==> config.mk <==
export PLATFORM = sky130hd
export DESIGN_NAME = wrcc_ctrl
export DESIGN_NICKNAME = d
export VERILOG_FILES = /design/src/include/wrcc_pkg.sv /design/src/verilog/wrcc_sync.sv /design/src/verilog/wrcc_ctrl.sv
export SDC_FILE = /design/constraint.sdc
export NUM_CORES = 1
export LEC_CHECK = 0
export BUFFER_PORTS_ARGS = -buffer_cell sky130_fd_sc_hd__buf_2
export CORE_MARGIN = 1.5
export CORE_UTILIZATION = 55
export CTS_BUF_LIST = sky130_fd_sc_hd__clkbuf_2
export CTS_CLUSTER_DIAMETER = 80
export DETAILED_ROUTE_END_ITERATION = 10
export GPL_TIMING_DRIVEN = 0
export MAX_ROUTING_LAYER = met4
export PLACE_DENSITY = 0.89
export SETUP_SLACK_MARGIN = 0.15
export SLEW_MARGIN = 20
export SYNTH_ARGS = -nofsm -noshare
export SYNTH_HDL_FRONTEND = slang
export SYNTH_SLANG_ARGS = --single-unit
==> constraint.sdc <==
create_clock -name clk -period 5.2 [get_ports clk]
set_input_delay 0.26 -clock clk [delete_from_list [all_inputs] [get_ports clk]]
set_output_delay 0.26 -clock clk [all_outputs]
set_load 0.005 [all_outputs]
==> src/include/wrcc_pkg.sv <==
// package for the wakeup and reset cause controller
package wrcc_pkg;
  // register indices; byte address is four times the index
  localparam logic [7:0] IDX_WAKE_FLAGS = 8'ha4;
  localparam logic [7:0] IDX_WAKE_SRC = 8'ha5;
  localparam logic [7:0] IDX_OP_MODE = 8'hae;
  localparam logic [7:0] IDX_RST_CAUSE = 8'hb1;
  localparam logic [7:0] IDX_PIN_EN_HI = 8'hce;
  localparam logic [7:0] IDX_PIN_EN_LO = 8'hcf;
  // reset values
  localparam logic [7:0] RST_WAKE_SRC = 8'h00;
  localparam logic [2:0] RST_OP_MODE = 3'h0;
  localparam logic [7:0] RST_PIN_EN = 8'h00;
  localparam logic [2:0] RST_CAUSE = 3'h0;
  // op_mode_control field positions
  localparam int OP_WDOG_RST_BIT = 0;
  localparam int OP_LATCH_BIT = 1;
  localparam int OP_POL_BIT = 2;
  // reset_cause one-hot bits
  localparam int CAUSE_PIN_BIT = 0;
  localparam int CAUSE_WDOG_BIT = 1;
  localparam int CAUSE_DBG_BIT = 2;
  // wake_source_config field positions (low bit of each pair)
  localparam int WS_MISC_POS = 0;
  localparam int WS_PIN_POS = 2;
  localparam int WS_TICK_POS = 4;
  localparam int WS_RADIO_POS = 6;
  // wake_flags bit for a pin wakeup
  localparam int FLAG_PIN_BIT = 7;
  // wake selection encodings
  localparam logic [1:0] WSEL_COND = 2'h0;
  localparam logic [1:0] WSEL_RSVD = 2'h1;
  localparam logic [1:0] WSEL_ALWAYS = 2'h2;
  localparam logic [1:0] WSEL_IGNORE = 2'h3;
  // power modes reported by the power-down controller
  localparam logic [2:0] PM_ACTIVE = 3'h0;
  localparam logic [2:0] PM_DEEP_SLEEP = 3'h1;
  localparam logic [2:0] PM_MEMRET_OFF = 3'h2;
  localparam logic [2:0] PM_MEMRET_ON = 3'h3;
  localparam logic [2:0] PM_REGRET = 3'h4;
  localparam logic [2:0] PM_STANDBY = 3'h7;
  // timing
  localparam int CLK_PERIOD_NS = 4;
  localparam int STARTUP_NS = 40;
  localparam int STARTUP_CYCLES = (STARTUP_NS + CLK_PERIOD_NS - 1) / CLK_PERIOD_NS;
  // polarity-selectable wake pins for the largest package: low bits 2 and 6
  localparam logic [15:0] POL_SEL_MASK = 16'h0044;

  // one flag per interrupt that can wake from standby
  typedef struct packed {
    logic radio;
    logic tick;
    logic pin;
    logic misc;
  } wrcc_irq_t;

  // one-cycle reset requests from the non-internal sources
  typedef struct packed {
    logic dbg;
    logic wdog;
    logic pin;
  } wrcc_rst_evt_t;

  typedef enum logic [1:0] {
    SEQ_IDLE = 2'b00,
    SEQ_HOLD = 2'b01,
    SEQ_RELEASE = 2'b10
  } wrcc_seq_t;
endpackage

==> src/verilog/wrcc_sync.sv <==
// three-stage synchroniser with agreement filter for pin levels
`timescale 1ns/1ns
`default_nettype none
module wrcc_sync #(
  parameter int W = 16
) (
  // clock and reset
  input wire logic clk,
  input wire logic reset_n,
  // asynchronous levels in, filtered levels out
  input wire logic [W-1:0] async_in,
  output logic [W-1:0] level_out
);
  logic [W-1:0] s1_r;
  logic [W-1:0] s2_r;
  logic [W-1:0] s3_r;
  logic [W-1:0] level_r;
  logic [W-1:0] agree;

  if (W < 1) begin : g_width_chk
    $error("wrcc_sync width must be at least one");
  end

  // a bit changes only once the second and third stages agree
  assign agree = ~(s2_r ^ s3_r);
  assign level_out = level_r;

  always_ff @(posedge clk) begin
    if (!reset_n) begin
      s1_r <= '0;
      s2_r <= '0;
      s3_r <= '0;
      level_r <= '0;
    end else begin
      s1_r <= async_in;
      s2_r <= s1_r;
      s3_r <= s2_r;
      level_r <= (agree & s3_r) | (~agree & level_r);
    end
  end
endmodule
`default_nettype wire

==> src/verilog/wrcc_ctrl.sv <==
// wakeup source, retention and reset cause controller with an avalon slave
`timescale 1ns/1ns
`default_nettype none
module wrcc_ctrl #(
  parameter int NPINS = 16,
  parameter logic [15:0] POL_MASK = wrcc_pkg::POL_SEL_MASK,
  parameter int STARTUP = wrcc_pkg::STARTUP_CYCLES
) (
  // clock and reset
  input wire logic clk,
  input wire logic reset_n,
  // avalon-mm slave
  input wire logic [9:0] avs_address,
  input wire logic avs_read,
  input wire logic avs_write,
  input wire logic [31:0] avs_writedata,
  output logic [31:0] avs_readdata,
  output logic avs_waitrequest,
  // wake pins and spi target select
  input wire logic [15:0] wake_pin,
  input wire logic spi_target_select_n,
  input wire logic spi_target_enable,
  // interrupt requests and their enables from interrupt_enable_reg1
  input wire wrcc_pkg::wrcc_irq_t irq_in,
  input wire wrcc_pkg::wrcc_irq_t irq_en,
  // miscellaneous event sources
  input wire logic fast_osc_ready_evt,
  input wire logic adc_done_evt,
  input wire logic rng_ready_evt,
  // power mode from the power-down controller
  input wire logic [2:0] pwr_mode,
  input wire logic pwr_mode_enter,
  // reset requests
  input wire wrcc_pkg::wrcc_rst_evt_t rst_evt,
  // outputs
  output logic retention_lock,
  output logic wdog_hold_reset,
  output logic wdog_stop,
  output logic pin_wake_interrupt,
  output logic misc_event_interrupt,
  output logic standby_wake,
  output logic sys_reset_out
);
  // parameter checks at elaboration
  if (NPINS != 16) begin : g_npins_chk
    $error("wrcc_ctrl serves exactly two 8-bit pin enable registers");
  end
  if (STARTUP < 2 || STARTUP > 65535) begin : g_startup_chk
    $error("wrcc_ctrl start-up hold must be two to 65535 cycles");
  end

  function automatic logic wake_sel(input logic [1:0] sel, input logic irq, input logic en);
    logic r;
    r = 1'b0;
    case (sel)
      wrcc_pkg::WSEL_COND: r = irq & en;
      wrcc_pkg::WSEL_ALWAYS: r = irq;
      default: r = 1'b0;
    endcase
    return r;
  endfunction

  // registers
  logic [7:0] wake_src_r;
  logic [2:0] op_mode_r;
  logic [2:0] cause_r;
  logic [2:0] cause_nxt;
  logic [7:0] pin_en_hi_r;
  logic [7:0] pin_en_lo_r;
  logic pin_flag_r;
  logic pin_flag_nxt;
  logic ack_r;
  logic [31:0] rdata_r;

  // bus decode
  wire logic req = avs_read | avs_write;
  wire logic aligned = (avs_address[1:0] == 2'h0);
  wire logic [7:0] idx = avs_address[9:2];
  wire logic done = req & ack_r;
  wire logic wr_done = avs_write & ack_r & aligned;
  wire logic rd_done = avs_read & ack_r & aligned;
  wire logic hit_flags = idx == wrcc_pkg::IDX_WAKE_FLAGS;
  wire logic hit_src = idx == wrcc_pkg::IDX_WAKE_SRC;
  wire logic hit_op = idx == wrcc_pkg::IDX_OP_MODE;
  wire logic hit_cause = idx == wrcc_pkg::IDX_RST_CAUSE;
  wire logic hit_hi = idx == wrcc_pkg::IDX_PIN_EN_HI;
  wire logic hit_lo = idx == wrcc_pkg::IDX_PIN_EN_LO;
  wire logic [7:0] wbyte = avs_writedata[7:0];

  // one wait state: answer on the second edge of each request
  assign avs_waitrequest = req & ~ack_r;
  assign avs_readdata = rdata_r;

  // read mux; unmapped and misaligned addresses read zero
  logic [7:0] rsel;
  assign rsel = !aligned ? 8'h00 :
    hit_flags ? {pin_flag_r, 7'h00} :
    hit_src ? wake_src_r :
    hit_op ? {5'h00, op_mode_r} :
    hit_cause ? {5'h00, cause_r} :
    hit_hi ? pin_en_hi_r :
    hit_lo ? pin_en_lo_r : 8'h00;

  always_ff @(posedge clk) begin
    if (!reset_n) begin
      ack_r <= 1'b0;
      rdata_r <= 32'h0000_0000;
    end else begin
      ack_r <= req & ~ack_r;
      if (avs_read & ~ack_r) begin
        rdata_r <= {24'h00_0000, rsel};
      end
    end
  end

  // configuration registers; op-mode upper bits are not stored
  always_ff @(posedge clk) begin
    if (!reset_n) begin
      wake_src_r <= wrcc_pkg::RST_WAKE_SRC;
      op_mode_r <= wrcc_pkg::RST_OP_MODE;
      pin_en_hi_r <= wrcc_pkg::RST_PIN_EN;
      pin_en_lo_r <= wrcc_pkg::RST_PIN_EN;
    end else if (wr_done) begin
      if (hit_src) begin
        wake_src_r <= wbyte;
      end
      if (hit_op) begin
        op_mode_r <= wbyte[2:0];
      end
      if (hit_hi) begin
        pin_en_hi_r <= wbyte;
      end
      if (hit_lo) begin
        pin_en_lo_r <= wbyte;
      end
    end
  end

  // retention latch control and watchdog behaviour per power mode
  assign retention_lock = op_mode_r[wrcc_pkg::OP_LATCH_BIT];
  wire logic in_retention = (pwr_mode == wrcc_pkg::PM_MEMRET_OFF) |
    (pwr_mode == wrcc_pkg::PM_MEMRET_ON) | (pwr_mode == wrcc_pkg::PM_REGRET);
  assign wdog_hold_reset = op_mode_r[wrcc_pkg::OP_WDOG_RST_BIT] & in_retention;
  assign wdog_stop = (pwr_mode == wrcc_pkg::PM_DEEP_SLEEP) | wdog_hold_reset;

  // reset cause: internal reset clears, write clears, new sources win
  wire logic [2:0] evt_bits = {rst_evt.dbg, rst_evt.wdog, rst_evt.pin};
  assign cause_nxt = ((wr_done & hit_cause) ? 3'h0 : cause_r) | evt_bits;

  always_ff @(posedge clk) begin
    if (!reset_n) begin
      cause_r <= wrcc_pkg::RST_CAUSE;
    end else begin
      cause_r <= cause_nxt;
    end
  end

  // start-up sequence shared by every reset source
  wrcc_pkg::wrcc_seq_t seq_r;
  logic [15:0] seq_cnt_r;
  wire logic any_rst = |evt_bits;

  always_ff @(posedge clk) begin
    if (!reset_n) begin
      seq_r <= wrcc_pkg::SEQ_HOLD;
      seq_cnt_r <= 16'h0000;
    end else if (any_rst) begin
      seq_r <= wrcc_pkg::SEQ_HOLD;
      seq_cnt_r <= 16'h0000;
    end else begin
      case (seq_r)
        wrcc_pkg::SEQ_HOLD: begin
          seq_cnt_r <= seq_cnt_r + 16'h0001;
          if (seq_cnt_r == 16'(STARTUP - 1)) begin
            seq_r <= wrcc_pkg::SEQ_RELEASE;
          end
        end
        wrcc_pkg::SEQ_RELEASE: begin
          seq_r <= wrcc_pkg::SEQ_IDLE;
        end
        default: begin
          seq_r <= wrcc_pkg::SEQ_IDLE;
        end
      endcase
    end
  end

  assign sys_reset_out = (seq_r == wrcc_pkg::SEQ_HOLD);

  // wake pins: low register is bits 7:0, high register bits 15:8
  logic [15:0] pin_lvl;
  logic spi_lvl;

  // select inverted ahead of the synchroniser so its reset value is the idle level
  wrcc_sync #(
    .W(17)
  ) u_sync (
    .clk(clk),
    .reset_n(reset_n),
    .async_in({~spi_target_select_n, wake_pin}),
    .level_out({spi_lvl, pin_lvl})
  );

  wire logic [15:0] pin_en = {pin_en_hi_r, pin_en_lo_r};
  wire logic [15:0] invert = POL_MASK & {16{op_mode_r[wrcc_pkg::OP_POL_BIT]}};
  wire logic [15:0] pin_active = (pin_lvl ^ invert) & pin_en;
  wire logic spi_wake = spi_target_enable & spi_lvl;
  wire logic pin_wake_lvl = (|pin_active) | spi_wake;

  // pin flag: a new wake wins over a read or a power-down entry
  assign pin_flag_nxt = pin_wake_lvl |
    (pin_flag_r & ~(rd_done & hit_flags) & ~pwr_mode_enter);

  logic misc_r;
  logic pin_irq_r;
  logic wake_r;
  wire logic misc_now = fast_osc_ready_evt | adc_done_evt | rng_ready_evt;

  wire logic w_radio = wake_sel(wake_src_r[wrcc_pkg::WS_RADIO_POS +: 2],
    irq_in.radio, irq_en.radio);
  wire logic w_tick = wake_sel(wake_src_r[wrcc_pkg::WS_TICK_POS +: 2],
    irq_in.tick, irq_en.tick);
  wire logic w_pin = wake_sel(wake_src_r[wrcc_pkg::WS_PIN_POS +: 2],
    irq_in.pin, irq_en.pin);
  wire logic w_misc = wake_sel(wake_src_r[wrcc_pkg::WS_MISC_POS +: 2],
    irq_in.misc, irq_en.misc);

  always_ff @(posedge clk) begin
    if (!reset_n) begin
      pin_flag_r <= 1'b0;
      misc_r <= 1'b0;
      pin_irq_r <= 1'b0;
      wake_r <= 1'b0;
    end else begin
      pin_flag_r <= pin_flag_nxt;
      misc_r <= misc_now;
      pin_irq_r <= pin_wake_lvl;
      wake_r <= w_radio | w_tick | w_pin | w_misc;
    end
  end

  assign misc_event_interrupt = misc_r;
  assign pin_wake_interrupt = pin_irq_r;
  assign standby_wake = wake_r;
endmodule
`default_nettype wire

==> impl_metrics.toml <==
[outcome]
run_status = "finished clean"

[die]
die_width_um = 100.6
die_height_um = 100.6
fp.dieArea_um2 = 10120
initial_utilization_pct = 56.70
io_pins = 122
floorplan.core_area_um2 = 9240
placementRows = 35

[pwr]
p_leak_nw = 2.695
power.density_cell_area_nw_per_um2 = 276.5
ir_worst_vdd_v = 0.0002221

[logic_synthesis]
synth_simple_gate_area_share_pct = 24.79
mappedNetlistArea_um2 = 5239
synth-adder-area-share_pct = 0.4777
cell_taking_the_most_area_after_synthesis = "sky130_fd_sc_hd__dfxtp_1"
netlist_instances = 537
synth_top_family_by_area = "simple AND/OR/NAND/NOR gates"
netlist_top_cells_count = "sky130_fd_sc_hd__dfxtp_1 (129), sky130_fd_sc_hd__and2_1 (54), sky130_fd_sc_hd__nand2_1 (35)"
post_synth_xor_area_fraction_pct = 2.006
synth.most_common_cell = "sky130_fd_sc_hd__dfxtp_1"
muxShareOfSynthArea_pct = 6.496
synth_area_leaders = "sky130_fd_sc_hd__dfxtp_1 (49%), sky130_fd_sc_hd__mux2i_1 (6.5%), sky130_fd_sc_hd__and2_1 (6.4%)"
complex_gate_fraction_of_the_synthesized_area_pct = 11.25
yosysTopAreaCellShare_pct = 49.30
synth-edff-count = 0
synth_async_sr_flop_share_pct = 0
synthesis.yosys.warnings = 0
post_synth_cell_types = 59
ys_dominant_reg_cell = "sky130_fd_sc_hd__dfxtp_1"
synthesis.area_per_instance_um2 = 9.756
register_area_share_after_synthesis_pct = 49.30
synth-seq-cells = 129

[place]
post-place-cells = 762
io_buffers = 73
dp.final_hpwl_mm = 8.648
dp_worst_slack_ps = 2803
globalplace.congestion = 0.8934

[timing]
report.final.slew_viol_count = 0
slew-limit-headroom_pct = 35.20
finalHoldViolCount = 0
final_worst_path_period_share_pct = 45.20
layout_min_cycle_time_ps = 2350
tightestPinTransition_ps = 947.6
worst_case_clock_skew_ps = 34.23
max_freq_mhz = 425.5
grt_setup_unrepaired = "no"
totalNegativeSetupSlack_ps = 0
final_setup_fails = 0
timing.final.ws_setup_ps = 2850
worst_case_hold_slack_ps = 72.29

[worst_hold_path]
worstHoldPathType = "in -> reg"

[detailed_routing]
routed_wl_mm = 12.38
drt-pass1-iter-count = 5
dr.first_iter.drc_count = 250
drcViolationCount = 0
wire_length_per_cell_um = 14.91
drt-vias-per-instance = 5.329
vias = 4423
antenna_left = 0

[clock_network]
tritoncts.num_buffers = 17
numClockSinks = 129
clk_pin_slew_worst_paths_ps = 220
tritoncts = "yes"
cts_max_level = 4
clk_path_buf_depth = 2
postCtsSetupRepairBufs = 0
worst_skew_pair.late_latency_ps = 660
ctsRootBufferMaster = "sky130_fd_sc_hd__clkbuf_2"

[global_route]
overflow = 0
grt.total_usage_pct = 26.15
grt_max_degree = 17
antenna_found_initial = 0
first_global_vias = 4278
grt_first_pass_wirelength_mm = 19.79

[final_layout]
flow.area_growth_from_synthesis_pct = 23.53
antenna-diode-count = 0
final_nets = 772
final_layout_size_suffix_gt1_share_pct = 19.40
layout.cells.non_filler = 830

[critical_path]
arrival_ps = 2900
worstSetupPathType = "reg -> reg"
timing.critical_path.fanout_max = 8
cp-start-kind = "register"
cp.required_ps = 5750
critical_path_capture_point_type = "register"

[job]
drv.max_cap_violation_count = 0
## cell usage in the layout, fill, tap and decap left out, types with 17 or more instances in the layout
cell                            count
sky130_fd_sc_hd__clkbuf_2          17
sky130_fd_sc_hd__nand2_1           35
sky130_fd_sc_hd__mux2i_1           34
sky130_fd_sc_hd__nor2b_1           33
sky130_fd_sc_hd__dlygate4sd3_1     36
sky130_fd_sc_hd__and2_1            54
sky130_fd_sc_hd__buf_4             24
sky130_fd_sc_hd__o21ai_0           26
sky130_fd_sc_hd__dfxtp_1          129
sky130_fd_sc_hd__clkbuf_1          18
sky130_fd_sc_hd__buf_2             75
sky130_fd_sc_hd__conb_1            24
sky130_fd_sc_hd__a21boi_0          21
sky130_fd_sc_hd__nor2_1            22
## final timing paths
path | start | to | slack [ps] | depth (start not counted)
setup / recovery | ack_r | pin_en_lo_r[0] | 2850 | 5
hold / removal | irq_in[2] | standby_wake | 70 | 3
setup reg to reg | ack_r | pin_en_lo_r[0] | 2850 | 5
hold reg to reg | u_sync.s1_r[14] | u_sync.s2_r[14] | 450 | 1
## logic make-up (layout without fill, tap and decap cells)
| logic type | after synthesis | after routing |
|---|---|---|
| AO/OA/AOI/OAI | 87 | 87 |
| multiplexers | 34 | 34 |
| flip-flops | 129 | 129 |
| adder cells (fa/ha/maj) | 2 | 2 |
| other | 1 | 24 |
| XOR/XNOR | 12 | 12 |
| buffers and inverters | 51 | 192 |
| AND/OR/NAND/NOR | 221 | 221 |
## worst max-delay path, stage by stage, from the launching register on
cell and delay (ps):
sky130_fd_sc_hd__dfxtp_1 420, sky130_fd_sc_hd__nor4bb_1 680, sky130_fd_sc_hd__or4b_1 490, sky130_fd_sc_hd__clkbuf_1 330, sky130_fd_sc_hd__mux2i_1 260, sky130_fd_sc_hd__nor2b_1 70
## report_power, final
group          total [W]  leakage [nW]  internal, W  switching (W)
clock           0.000638         0.149     0.000236       0.000402
combinational   0.000132          1.50    0.0000728      0.0000593
sequential       0.00102          1.05      0.00101     0.00000877
## timing repair
action,4_1_cts,5_1_grt
hold buffers,36,0
resized for setup,0,0
hold endpoints to repair,61,0
## per-layer routing
| metal | vias to the layer above | global-route usage [%] | wire length, um |
|---|---|---|---|
| met1 | 2070 | 29.27 | 5063 |
| li1 | 2134 | - | - |
| met5 | - | - | 0 |
| met2 | 184 | 45.58 | 6337 |
| met4 | 0 | 10.83 | 328 |
| met3 | 35 | 5.132 | 648 |
## final cells by class
cell class              count  area (um2)
fillers                   685        2769
flip-flops and latches    129        2582
multi-input cells         380        2449
repair buffers            109       725.7
plain buffers              46       275.3
clock inverters            15       173.9
well taps                 129       161.4
clock buffers              17       85.08
inverters                   5       18.77
## metrics by stage
step | utilization, % | power (W) | instance area (um2)
6_report | 70.03 | 0.001789 | 6471
5_1_grt | 70.03 | 0.001859 | 6471
4_1_cts | 70.03 | 0.001797 | 6471
3_5_place_dp | 63.33 | 0.001147 | 5852
3_3_place_gp | 63.33 | 0.001141 | 5852
2_1_floorplan | - | 0.001098 | 5325
Power figures use the tool's default switching activity.
